**config.mk**
```make
export PLATFORM = sky130hd
export DESIGN_NAME = dbr_bus_release
export DESIGN_NICKNAME = d
export VERILOG_FILES = /design/src/rtl/dbr_pkg.sv /design/src/rtl/dbr_cycle_gen.sv /design/src/rtl/dbr_bus_release.sv
export SDC_FILE = /design/constraint.sdc
export NUM_CORES = 1
export LEC_CHECK = 0
export BUFFER_PORTS_ARGS = -buffer_cell sky130_fd_sc_hd__buf_4
export CORE_ASPECT_RATIO = 1.4
export CORE_MARGIN = 5
export CORE_UTILIZATION = 53
export DETAILED_ROUTE_END_ITERATION = 10
export PLACE_DENSITY = 0.81
export SYNTH_ARGS = -nofsm -noshare
export SYNTH_HDL_FRONTEND = slang
export SYNTH_SLANG_ARGS = --single-unit
```
**constraint.sdc**
```tcl
create_clock -name clk_i -period 6.6 [get_ports clk_i]
set_input_delay 1.32 -clock clk_i [delete_from_list [all_inputs] [get_ports clk_i]]
set_output_delay 1.32 -clock clk_i [all_outputs]
set_load 0.02 [all_outputs]
```
**src/rtl/dbr_pkg.sv**
```systemverilog
// Package with the register map, field layout, reset values and states of the bus release sequencer.
package dbr_pkg;

	// Sequencer states, Gray coded along request, acknowledge, read, write and pause.
	typedef enum logic [2:0] {
		DBR_IDLE    = 3'h0,
		DBR_REQ     = 3'h1,
		DBR_ACKED   = 3'h3,
		DBR_READ    = 3'h2,
		DBR_WRITE   = 3'h6,
		DBR_PAUSE   = 3'h7,
		DBR_RELEASE = 3'h5
	} dbr_state_e;

	// Register byte addresses on the Wishbone slave.
	localparam logic [7:0] ADDR_CTRL   = 8'h00;
	localparam logic [7:0] ADDR_TIMING = 8'h04;
	localparam logic [7:0] ADDR_LENGTH = 8'h08;
	localparam logic [7:0] ADDR_SRC    = 8'h0C;
	localparam logic [7:0] ADDR_DST    = 8'h10;
	localparam logic [7:0] ADDR_MATCH  = 8'h14;
	localparam logic [7:0] ADDR_VECTOR = 8'h18;
	localparam logic [7:0] ADDR_CMD    = 8'h1C;
	localparam logic [7:0] ADDR_STATUS = 8'h20;
	localparam logic [7:0] ADDR_COUNT  = 8'h24;

	// Control register bit positions.
	localparam int CTRL_ENABLE     = 0;
	localparam int CTRL_MODE_LO    = 1;
	localparam int CTRL_SEQ        = 3;
	localparam int CTRL_STOP_EOB   = 4;
	localparam int CTRL_STOP_MATCH = 5;
	localparam int CTRL_RDY_HIGH   = 6;
	localparam int CTRL_WAIT_EN    = 7;
	localparam int CTRL_VARIABLE   = 8;
	localparam int CTRL_PULSE_EN   = 9;
	localparam int CTRL_SRC_IO     = 10;
	localparam int CTRL_DST_IO     = 11;
	localparam int CTRL_INT_EOB    = 12;
	localparam int CTRL_INT_MATCH  = 13;
	localparam int CTRL_W          = 14;

	// Transfer mode codes in the control mode field.
	localparam logic [1:0] MODE_BYTE  = 2'h0;
	localparam logic [1:0] MODE_BURST = 2'h1;
	localparam logic [1:0] MODE_CONT  = 2'h2;

	// Timing register fields: cycle length codes, early end bits, pulse byte.
	localparam int TIM_RD_LEN   = 0;
	localparam int TIM_WR_LEN   = 2;
	localparam int TIM_EARLY_IO = 4;
	localparam int TIM_EARLY_MR = 5;
	localparam int TIM_EARLY_RD = 6;
	localparam int TIM_EARLY_WR = 7;
	localparam int TIM_PULSE    = 8;

	// Reset values.
	localparam logic [CTRL_W-1:0] CTRL_RESET = 14'h0040;
	localparam logic [15:0] TIMING_RESET     = 16'h0000;
	localparam logic [15:0] LENGTH_RESET     = 16'h0001;

	// Standard cycle lengths in bus clocks.
	localparam logic [2:0] STD_MEM_LEN = 3'h3;
	localparam logic [2:0] STD_IO_LEN  = 3'h4;

	// Command and instruction bytes seen on the data bus.
	localparam logic [7:0] CMD_ENABLE_AFTER_RETURN_FROM_IRQ = 8'hB7;
	localparam logic [7:0] RETURN_FROM_IRQ_FIRST            = 8'hED;
	localparam logic [7:0] RETURN_FROM_IRQ_SECOND           = 8'h4D;

endpackage : dbr_pkg

```
**src/rtl/dbr_cycle_gen.sv**
```systemverilog
// Half-clock resolved read or write cycle generator with strobes, wait sampling and ready sample.
`timescale 1ns/100ps
module dbr_cycle_gen
	import dbr_pkg::*;
(
	input  wire logic       clk_i,
	input  wire logic       rst_i,
	input  wire logic       start_i,
	input  wire logic [2:0] len_i,
	input  wire logic       is_io_i,
	input  wire logic       is_write_i,
	input  wire logic       variable_i,
	input  wire logic [3:0] early_i,
	input  wire logic       wait_en_i,
	input  wire logic       wait_n_i,
	output logic            busy_o,
	output logic            sample_rdy_o,
	output logic            done_o,
	output logic            io_n_o,
	output logic            mem_n_o,
	output logic            rd_n_o,
	output logic            wr_n_o
);

	typedef struct packed {
		logic       busy;
		logic [3:0] h;
	} dbr_cg_s;

	dbr_cg_s    s;
	dbr_cg_s    next_s;
	logic [3:0] last;
	logic [3:0] wait_pt;
	logic       wait_ok;

	// Each clk_i cycle is one half of a bus clock; even halves begin at a bus rising edge.
	always_comb begin
		next_s  = s;
		last    = {len_i, 1'b0} - 4'h1;
		wait_pt = is_io_i ? 4'h5 : 4'h3;
		wait_ok = wait_en_i & (is_io_i ? (len_i == 3'h4) : (len_i >= 3'h3));
		if (s.busy) begin
			if (s.h == last) begin
				next_s.busy = start_i; // A start on the final half chains the next cycle.
				next_s.h    = 4'h0;
			end else if (wait_ok && s.h == wait_pt && !wait_n_i) begin
				next_s.h = wait_pt - 4'h1; // One extra bus clock, then sample again.
			end else begin
				next_s.h = s.h + 4'h1;
			end
		end else if (start_i) begin
			next_s.busy = 1'b1;
			next_s.h    = 4'h0;
		end
	end

	always_ff @(posedge clk_i) begin
		if (rst_i) begin
			s <= '0;
		end else begin
			s <= next_s;
		end
	end

	// Strobes start at T1 falling, IO at T1 rising in variable mode, and may end half early.
	assign io_n_o  = ~(s.busy & is_io_i & (s.h >= {3'h0, ~variable_i})
		& ((s.h != last) | ~early_i[0]));
	assign mem_n_o = ~(s.busy & ~is_io_i & (s.h >= 4'h1) & ((s.h != last) | ~early_i[1]));
	assign rd_n_o  = ~(s.busy & ~is_write_i & (s.h >= 4'h1) & ((s.h != last) | ~early_i[2]));
	assign wr_n_o  = ~(s.busy & is_write_i & (s.h >= 4'h1) & ((s.h != last) | ~early_i[3]));
	assign busy_o       = s.busy;
	assign done_o       = s.busy & (s.h == last);
	assign sample_rdy_o = s.busy & (s.h == last - 4'h1); // Rising edge of the last clock.

endmodule : dbr_cycle_gen

```
**src/rtl/dbr_bus_release.sv**
```systemverilog
// Bus master sequencer of a byte-wide DMA engine with Wishbone register access.
//
// Notes on behaviour
// - Stop on end of block releases the request on the edge finishing the last transfer.
// - The last byte of a block completes even if ready drops during it.
// - Stop on match releases at end of the next read, or the following write.
// - Byte comparison runs one cycle behind the read, overlapping the next cycle.
// - Ready dropping after a matching operation does not move the match release.
// - Burst mode with ready inactive finishes the byte, then releases next rising edge.
// - Continuous mode with ready inactive finishes the byte, keeps the bus, idles.
// - Ready is sampled as a level at the last clock of every cycle.
// - Byte and burst with ready inactive keep strobes high and drivers off.
// - Continuous pause keeps the incremented next address driven.
// - Read and write cycle lengths set separately to two, three or four clocks.
// - Each strobe's trailing edge can separately end half a clock early.
// - Variable timing asserts the IO request half a clock before other strobes.
// - Wait input sampled only in long memory or four clock IO cycles.
// - Read data is latched as read ends and held through the write.
// - Variable continuous mode holds the IO request during pause until stopping.
// - During interrupt acknowledge the interrupting device drives its vector.
// - The two-byte return instruction on the data bus clears the in-service latch.
// - Pulse generation pulls interrupt low when pulse byte equals count low byte.
// - Each pulse lasts one whole transfer cycle.
// - Transfer starts the rising edge after acknowledge is low on two edges.
// - Ready polarity is programmable high or low.
//
// The register offsets and the Wishbone register port are this design's own decisions.
`timescale 1ns/100ps
module dbr_bus_release
	import dbr_pkg::*;
(
	input  wire logic        clk_i,
	input  wire logic        rst_i,
	input  wire logic        wb_cyc_i,
	input  wire logic        wb_stb_i,
	input  wire logic        wb_we_i,
	input  wire logic [7:0]  wb_adr_i,
	input  wire logic [3:0]  wb_sel_i,
	input  wire logic [31:0] wb_dat_i,
	output logic      [31:0] wb_dat_o,
	output logic             wb_ack_o,
	output logic             bus_request_n_o,
	input  wire logic        bus_ack_in_n_i,
	input  wire logic        ready_i,
	input  wire logic        chip_enable_wait_n_i,
	output logic      [15:0] addr_o,
	output logic             addr_oe_o,
	input  wire logic [7:0]  data_i,
	output logic      [7:0]  data_o,
	output logic             data_oe_o,
	output logic             control_oe_o,
	output logic             mem_request_n_o,
	input  wire logic        io_request_n_i,
	output logic             io_request_n_o,
	output logic             read_strobe_n_o,
	output logic             write_strobe_n_o,
	input  wire logic        opcode_fetch_n_i,
	output logic             interrupt_n_o,
	output logic             interrupt_oe_o
);

	typedef struct packed {
		dbr_state_e        st;
		logic              phase;
		logic [CTRL_W-1:0] ctrl;
		logic [15:0]       timing;
		logic [15:0]       length;
		logic [15:0]       src;
		logic [15:0]       dst;
		logic [15:0]       count;
		logic [15:0]       match;
		logic [7:0]        vector;
		logic              bus_req_n;
		logic              ack_seen;
		logic              rdy_ok;
		logic [7:0]        data;
		logic              cmp_pend;
		logic              match_hit;
		logic              eob;
		logic              pulse;
		logic              irq_pend;
		logic              in_service;
		logic              return_from_irq_arm;
		logic              prev_ed;
		logic              fetch_q;
		logic [7:0]        fetch_byte;
		logic              vec_drive;
		logic              wb_ack;
		logic [31:0]       wb_dat;
	} dbr_main_s;

	dbr_main_s  s;
	dbr_main_s  next_s;
	logic       start;
	logic       is_write;
	logic       is_io;
	logic [2:0] len;
	logic       rdy_act;
	logic       cont;
	logic       stop;
	logic       cg_busy;
	logic       cg_sample;
	logic       cg_done;
	logic       cg_io_n;
	logic       cg_mem_n;
	logic       cg_rd_n;
	logic       cg_wr_n;

	// Byte-lane merge for 16-bit registers written over the bus.
	function automatic logic [15:0] merge16(input logic [15:0] old_v, input logic [31:0] new_v,
			input logic [3:0] sel);
		merge16 = {sel[1] ? new_v[15:8] : old_v[15:8], sel[0] ? new_v[7:0] : old_v[7:0]};
	endfunction : merge16

	// Cycle length from a two-bit code: two, three or four clocks.
	function automatic logic [2:0] code_len(input logic [1:0] code);
		code_len = (code == 2'h3) ? 3'h4 : {1'b0, code} + 3'h2;
	endfunction : code_len

	// Cycle parameters follow the state; the cycle generator only reads them while busy.
	always_comb begin
		is_write = (s.st == DBR_WRITE);
		is_io    = is_write ? s.ctrl[CTRL_DST_IO] : s.ctrl[CTRL_SRC_IO];
		if (s.ctrl[CTRL_VARIABLE]) begin
			len = code_len(is_write ? s.timing[TIM_WR_LEN +: 2] : s.timing[TIM_RD_LEN +: 2]);
		end else begin
			len = is_io ? STD_IO_LEN : STD_MEM_LEN;
		end
		rdy_act = ready_i ~^ s.ctrl[CTRL_RDY_HIGH];
		cont    = (s.ctrl[CTRL_MODE_LO +: 2] == MODE_CONT);
	end

	// Sequencer, register file, match pipeline, interrupt and return decoding.
	always_comb begin
		next_s = s;
		start  = 1'b0;
		stop   = 1'b0;
		next_s.phase = ~s.phase;

		// Wishbone classic slave: one wait state, write lands on the acknowledged edge.
		next_s.wb_ack = wb_cyc_i & wb_stb_i & ~s.wb_ack;
		if (wb_cyc_i && wb_stb_i && !s.wb_ack) begin
			unique case (wb_adr_i)
				ADDR_CTRL:   next_s.wb_dat = {18'h0, s.ctrl};
				ADDR_TIMING: next_s.wb_dat = {16'h0, s.timing};
				ADDR_LENGTH: next_s.wb_dat = {16'h0, s.length};
				ADDR_SRC:    next_s.wb_dat = {16'h0, s.src};
				ADDR_DST:    next_s.wb_dat = {16'h0, s.dst};
				ADDR_MATCH:  next_s.wb_dat = {16'h0, s.match};
				ADDR_VECTOR: next_s.wb_dat = {24'h0, s.vector};
				ADDR_STATUS: next_s.wb_dat = {21'h0, rdy_act, s.return_from_irq_arm, s.pulse, s.irq_pend,
					s.in_service, s.match_hit, s.eob, s.bus_req_n, s.st};
				ADDR_COUNT:  next_s.wb_dat = {16'h0, s.count};
				default:     next_s.wb_dat = 32'h0;
			endcase
		end
		if (wb_cyc_i && wb_stb_i && s.wb_ack && wb_we_i) begin
			unique case (wb_adr_i)
				ADDR_CTRL: begin
					next_s.ctrl = CTRL_W'(merge16({2'h0, s.ctrl}, wb_dat_i, wb_sel_i));
					if (wb_sel_i[0] && wb_dat_i[CTRL_ENABLE] && !s.ctrl[CTRL_ENABLE]) begin
						next_s.count     = 16'h0;
						next_s.eob       = 1'b0;
						next_s.match_hit = 1'b0;
					end
				end
				ADDR_TIMING: next_s.timing = merge16(s.timing, wb_dat_i, wb_sel_i);
				ADDR_LENGTH: next_s.length = merge16(s.length, wb_dat_i, wb_sel_i);
				ADDR_SRC:    next_s.src    = merge16(s.src, wb_dat_i, wb_sel_i);
				ADDR_DST:    next_s.dst    = merge16(s.dst, wb_dat_i, wb_sel_i);
				ADDR_MATCH:  next_s.match  = merge16(s.match, wb_dat_i, wb_sel_i);
				ADDR_VECTOR: if (wb_sel_i[0]) next_s.vector = wb_dat_i[7:0];
				ADDR_CMD: begin
					if (wb_sel_i[0] && wb_dat_i[7:0] == CMD_ENABLE_AFTER_RETURN_FROM_IRQ) begin
						next_s.return_from_irq_arm = 1'b1;
					end
				end
				default: ;
			endcase
		end

		// Ready level is captured at the last clock of each cycle.
		if (cg_sample) begin
			next_s.rdy_ok = rdy_act;
		end

		// The compare runs the cycle after the read latch, while the next cycle proceeds.
		if (s.cmp_pend) begin
			next_s.cmp_pend  = 1'b0;
			next_s.match_hit = ((s.data ^ s.match[7:0]) & ~s.match[15:8]) == 8'h0;
		end

		unique case (s.st)
			DBR_IDLE: begin
				if (s.ctrl[CTRL_ENABLE] && rdy_act && bus_ack_in_n_i && s.phase) begin
					next_s.bus_req_n = 1'b0;
					next_s.ack_seen  = 1'b0;
					next_s.st        = DBR_REQ;
				end
			end
			DBR_REQ: begin
				if (s.phase) begin
					next_s.ack_seen = ~bus_ack_in_n_i;
					if (!bus_ack_in_n_i && s.ack_seen) begin
						next_s.st = DBR_ACKED; // Second consecutive low edge.
					end
				end
			end
			DBR_ACKED: begin
				if (s.phase) begin
					if (rdy_act) begin
						start     = 1'b1; // First cycle begins on the next rising edge.
						next_s.st = DBR_READ;
					end else if (cont) begin
						next_s.st = DBR_PAUSE;
					end else begin
						next_s.st = DBR_RELEASE;
					end
				end
			end
			DBR_READ, DBR_WRITE: begin
				if (cg_done && s.st == DBR_READ) begin
					next_s.data     = data_i; // Latched as the read strobe rises.
					next_s.cmp_pend = 1'b1;
					next_s.src      = s.src + 16'h1;
				end
				if (cg_done && s.st == DBR_WRITE) begin
					next_s.dst = s.dst + 16'h1;
				end
				if (cg_done && s.st == DBR_READ && s.ctrl[CTRL_SEQ]) begin
					start     = 1'b1;
					next_s.st = DBR_WRITE;
				end else if (cg_done) begin
					// End of one byte operation; ready is not looked at for the stop.
					next_s.count = s.count + 16'h1;
					next_s.pulse = 1'b0;
					next_s.eob   = (s.count + 16'h1) == s.length;
					stop = (next_s.eob & s.ctrl[CTRL_STOP_EOB])
						| (s.match_hit & s.ctrl[CTRL_STOP_MATCH]);
					if (stop) begin
						next_s.bus_req_n          = 1'b1; // Same edge as the last transfer.
						next_s.ctrl[CTRL_ENABLE]  = 1'b0;
						next_s.irq_pend = s.irq_pend | (next_s.eob & s.ctrl[CTRL_INT_EOB])
							| (s.match_hit & s.ctrl[CTRL_INT_MATCH]);
						next_s.st = DBR_IDLE;
					end else if (s.ctrl[CTRL_MODE_LO +: 2] == MODE_BYTE) begin
						next_s.bus_req_n = 1'b1;
						next_s.st        = DBR_IDLE;
					end else if (!s.rdy_ok && !cont) begin
						next_s.st = DBR_RELEASE;
					end else if (!s.rdy_ok) begin
						next_s.st = DBR_PAUSE;
					end else begin
						start     = 1'b1;
						next_s.st = DBR_READ;
					end
				end
			end
			DBR_PAUSE: begin
				if (s.phase && s.match_hit && s.ctrl[CTRL_STOP_MATCH]) begin
					next_s.bus_req_n         = 1'b1;
					next_s.ctrl[CTRL_ENABLE] = 1'b0;
					next_s.st                = DBR_IDLE;
				end else if (s.phase && rdy_act) begin
					start     = 1'b1;
					next_s.st = DBR_READ;
				end
			end
			DBR_RELEASE: begin
				if (s.phase) begin
					next_s.bus_req_n = 1'b1; // Next rising edge after the byte.
					next_s.st        = DBR_IDLE;
				end
			end
			default: begin
				next_s.bus_req_n = 1'b1;
				next_s.st        = DBR_IDLE;
			end
		endcase

		// Pulse output starts with the read of the matching byte count.
		if (start && next_s.st == DBR_READ && s.ctrl[CTRL_PULSE_EN]
				&& s.timing[TIM_PULSE +: 8] == next_s.count[7:0]) begin
			next_s.pulse = 1'b1;
		end

		// Interrupt acknowledge: fetch and IO request low together.
		if (!opcode_fetch_n_i && !io_request_n_i && s.bus_req_n) begin
			if (s.irq_pend && !s.in_service) begin
				next_s.vec_drive  = 1'b1;
				next_s.in_service = 1'b1;
				next_s.irq_pend   = 1'b0;
			end
		end else begin
			next_s.vec_drive = 1'b0;
		end

		// Return instruction decode from the opcode bytes of consecutive fetches.
		next_s.fetch_q = opcode_fetch_n_i;
		if (!opcode_fetch_n_i) begin
			next_s.fetch_byte = data_i;
		end
		if (opcode_fetch_n_i && !s.fetch_q) begin
			next_s.prev_ed = (s.fetch_byte == RETURN_FROM_IRQ_FIRST);
			if (s.prev_ed && s.fetch_byte == RETURN_FROM_IRQ_SECOND) begin
				next_s.in_service = 1'b0;
				if (s.return_from_irq_arm) begin
					next_s.return_from_irq_arm          = 1'b0;
					next_s.ctrl[CTRL_ENABLE] = 1'b1;
				end
			end
		end
	end

	always_ff @(posedge clk_i) begin
		if (rst_i) begin
			s           <= '0;
			s.st        <= DBR_IDLE;
			s.ctrl      <= CTRL_RESET;
			s.timing    <= TIMING_RESET;
			s.length    <= LENGTH_RESET;
			s.bus_req_n <= 1'b1;
			s.fetch_q   <= 1'b1;
		end else begin
			s <= next_s;
		end
	end

	dbr_cycle_gen u_cycle (
		.clk_i        (clk_i),
		.rst_i        (rst_i),
		.start_i      (start),
		.len_i        (len),
		.is_io_i      (is_io),
		.is_write_i   (is_write),
		.variable_i   (s.ctrl[CTRL_VARIABLE]),
		.early_i      (s.timing[TIM_EARLY_WR:TIM_EARLY_IO]),
		.wait_en_i    (s.ctrl[CTRL_WAIT_EN]),
		.wait_n_i     (chip_enable_wait_n_i),
		.busy_o       (cg_busy),
		.sample_rdy_o (cg_sample),
		.done_o       (cg_done),
		.io_n_o       (cg_io_n),
		.mem_n_o      (cg_mem_n),
		.rd_n_o       (cg_rd_n),
		.wr_n_o       (cg_wr_n)
	);

	// Address and control drive only while owning the bus, data also for the vector; pause keeps the next address up.
	assign control_oe_o     = (s.st == DBR_ACKED) | (s.st == DBR_READ) | (s.st == DBR_WRITE)
		| (s.st == DBR_PAUSE);
	assign addr_oe_o        = cg_busy | (s.st == DBR_PAUSE);
	assign addr_o           = (s.st == DBR_WRITE) ? s.dst : s.src;
	assign data_oe_o        = (s.st == DBR_WRITE) | s.vec_drive;
	assign data_o           = s.vec_drive ? s.vector : s.data;
	assign mem_request_n_o  = cg_mem_n;
	assign io_request_n_o   = cg_io_n & ~((s.st == DBR_PAUSE) & s.ctrl[CTRL_VARIABLE]
		& s.ctrl[CTRL_SRC_IO]);
	assign read_strobe_n_o  = cg_rd_n;
	assign write_strobe_n_o = cg_wr_n;
	assign bus_request_n_o  = s.bus_req_n;
	assign interrupt_oe_o   = s.pulse | (s.irq_pend & ~s.in_service);
	assign interrupt_n_o    = 1'b0;
	assign wb_ack_o         = s.wb_ack;
	assign wb_dat_o         = s.wb_dat;

endmodule : dbr_bus_release

```
==> flow_summary.toml <==
[outcome]
status = "complete, no violations"

[setup_path]
crit_arrival_ns = 5.70
crit_fanout = 30
required_ns = 6.96
crit_path_start_kind = "flip-flop"
critPathSlowestCell = "o22a_1"
endpoint_kind = "flip-flop"
worst-setup-path-type = "reg -> reg"
critPathMaxStageDelay_ns = 0.96
startpoint = "s[182]"
path_cells = "and3b_1, buf_4, nor2_1, o21ai_1, nand2_2, inv_2, ha_1, xor2_1, a211oi_1, mux2i_1, o22a_1, and2_1, a21oi_1, xnor2_1, or4_1, o31ai_1"
worstReg2RegStart = "s[182]"

[synthesis]
synthCells = 1344
ys_seq_area_share_pct = 34.22
syn_avg_cell_area_um2 = 7.530
synthArstFlopShare_pct = 0
synth_enable_flop_cells = 0
synth_area_um2 = 10120
ys_warn_count = 0
synthDistinctLibCells = 80
synth_top_flop_cell = "dfxtp_1"
ys_ff_latch = 173

[global_route]
grt_overflow_total = 0
grt_max_degree = 102
antenna_found_initial = 0
grt_pass1_wl_um = 54630
grt_use_total_pct = 31.22
grt_pass1_vias = 9975

[routing]
first_iter_violations = 1258
drt_wl_total_um = 35420
route.detailed.drc = 0
routed-via-count = 10790
antenna_left = 0
vias_per_cell = 6.678
dr.pass1.iters = 6
wl_per_cell_um = 21.92

[cells_and_area]
fin_nets = 1433
fin_cells = 1616
diodes = 0
drive_gt1_share_pct = 13.63
final_cell_area_um2 = 11270
area_delta_synth_final_pct = 11.39
final_common_cell = "nand2_1"
final_cell_mix = "nand2_1 (194), dfxtp_1 (173), a21oi_1 (138), nor2_1 (121), buf_4 (114)"
final_util_pct = 60.35

[floorplan]
start_util_pct = 54.18
io_pins = 129
core_area_um2 = 18680
die_h_um = 173.5
row_count = 59
dieArea_um2 = 22000
die_x_um = 126.8

[clock_tree]
cts_buffers = 17
cts.htree.levels = 4
clk_pin_slew_ns = 0.07
cts_tree = "built"
worstSkewPairLatency_ns = 0.44
cts.repair.resized = 0
cts.sinks = 173
holdBufCountCts = 0
cts-root-buf = "clkbuf_16"
postCtsSetupBuffers = 0
clk_path_buf_depth = 2

[pwr]
irDropWorstVdd_mv = 0.1959
fin_total_pwr_mw = 2.193
power_density_nw_per_um2 = 194.5
p_leak_nw = 4.007

[sta]
tightest_slew_ns = 1.183
setup_viol = 0
skew_ns = 0.009531
fin_setup_tns_ns = 0
slew_headroom_pct = 21.14
finalHoldViolations = 0
post-route-period-util_pct = 80.91
fin_hold_ws_ns = 0.4700
slew_violations = 0
finalCriticalPeriod_ns = 5.340
rsz0062_at_grt = "no"
finalWorstSetupSlack_ns = 1.260
max_freq_mhz = 187.3

[flow_run]
cap_violations = 0

[place]
port_buffers = 93
routabilityCongestion = 0.9978
post-dp-hpwl_um = 25710
dpl_worst_slack_ns = 1.345
placedCellCount = 1586
placed_cell_area_um2 = 10690

[min_path]
hp-class = "reg -> reg"
min_from = "s[69]"
==> critical path: cells and delay by family, from the launching register on <==
family | cells | cell delay, ns
compound gates | 5 | 1.68
xor+xnor | 2 | 0.43
fa+ha+maj | 1 | 0.17
buf+inv | 2 | 0.39
flops | 1 | 0.79
mux | 1 | 0.25
simple gates | 5 | 1.49
==> where the power goes <==
| group | leakage, nW | switching [mW] | internal, mW |
|---|---|---|---|
| registers | 1.40 | 0.00503 | 1.05 |
| clock network | 0.277 | 0.436 | 0.593 |
| logic | 2.33 | 0.0743 | 0.0338 |
| total | 4.01 | 0.516 | 1.68 |
==> layout make-up <==
class                   instances  area, um2
clock buffers                  20      436.7
clock inverters                10      141.4
fillers                      1695       7405
inverters                      29      108.9
multi-input cells            1026       5961
flip-flops and latches        173       3463
well taps                     244      305.3
repair buffers                114      855.8
==> cell usage after synthesis, types with 11 or more instances <==
cell / count / share of area [%]
inv_1: 27 / 1.0
or2_2: 12 / 0.74
nor2_1: 123 / 4.6
a22o_1: 12 / 1.0
and3_1: 19 / 1.2
nor4_1: 14 / 0.87
nand3_1: 93 / 4.6
a21oi_1: 138 / 6.8
xnor2_1: 25 / 2.2
nor3_1: 17 / 0.84
mux2_2: 12 / 1.3
nand4_1: 22 / 1.4
buf_4: 33 / 2.4
a22oi_1: 29 / 2.2
o211ai_1: 12 / 0.89
dfxtp_1: 173 / 34
a211oi_1: 11 / 0.82
clkbuf_1: 86 / 3.2
nand2_1: 194 / 7.2
a221oi_1: 19 / 1.6
nand3b_1: 11 / 0.82
mux2i_1: 22 / 2.2
o21ai_0: 47 / 2.3
==> routing by layer <==
metal | track usage (%) | share of wire (%) | up-vias
met4 | 22.23 | 8.5 | 0
li1 | - | - | 4845
met3 | 6.566 | 9.4 | 197
met1 | 36.17 | 35 | 5020
met5 | 0 | 0 | -
met2 | 50.66 | 47 | 730
==> cells by family after synthesis <==
family | synth area share [%]
adder cells (fa/ha/maj) | 1.236
other | 0.03706
AO/OA/AOI/OAI | 22.76
AND/OR/NAND/NOR | 27.77
multiplexers | 3.511
flip-flops | 34.22
buffers and inverters | 7.517
XOR/XNOR | 2.943
==> flip-flops by register name (all words and copies together), names as in the netlist <==
register,cells
s,150
wb_dat_o,16
u_cycle.s,4
bus_request_n_o,1
u_cycle.busy_o,1
wb_ack_o,1
==> worst paths after layout <==
check | end | slack [ns] | cells after the start
setup / recovery | s[47] | 1.26 | 16
setup reg to reg | s[47] | 1.26 | 16
hold / removal | s[69] | 0.47 | 2
hold reg to reg | s[69] | 0.47 | 2
(Power assumes the default switching activity.)
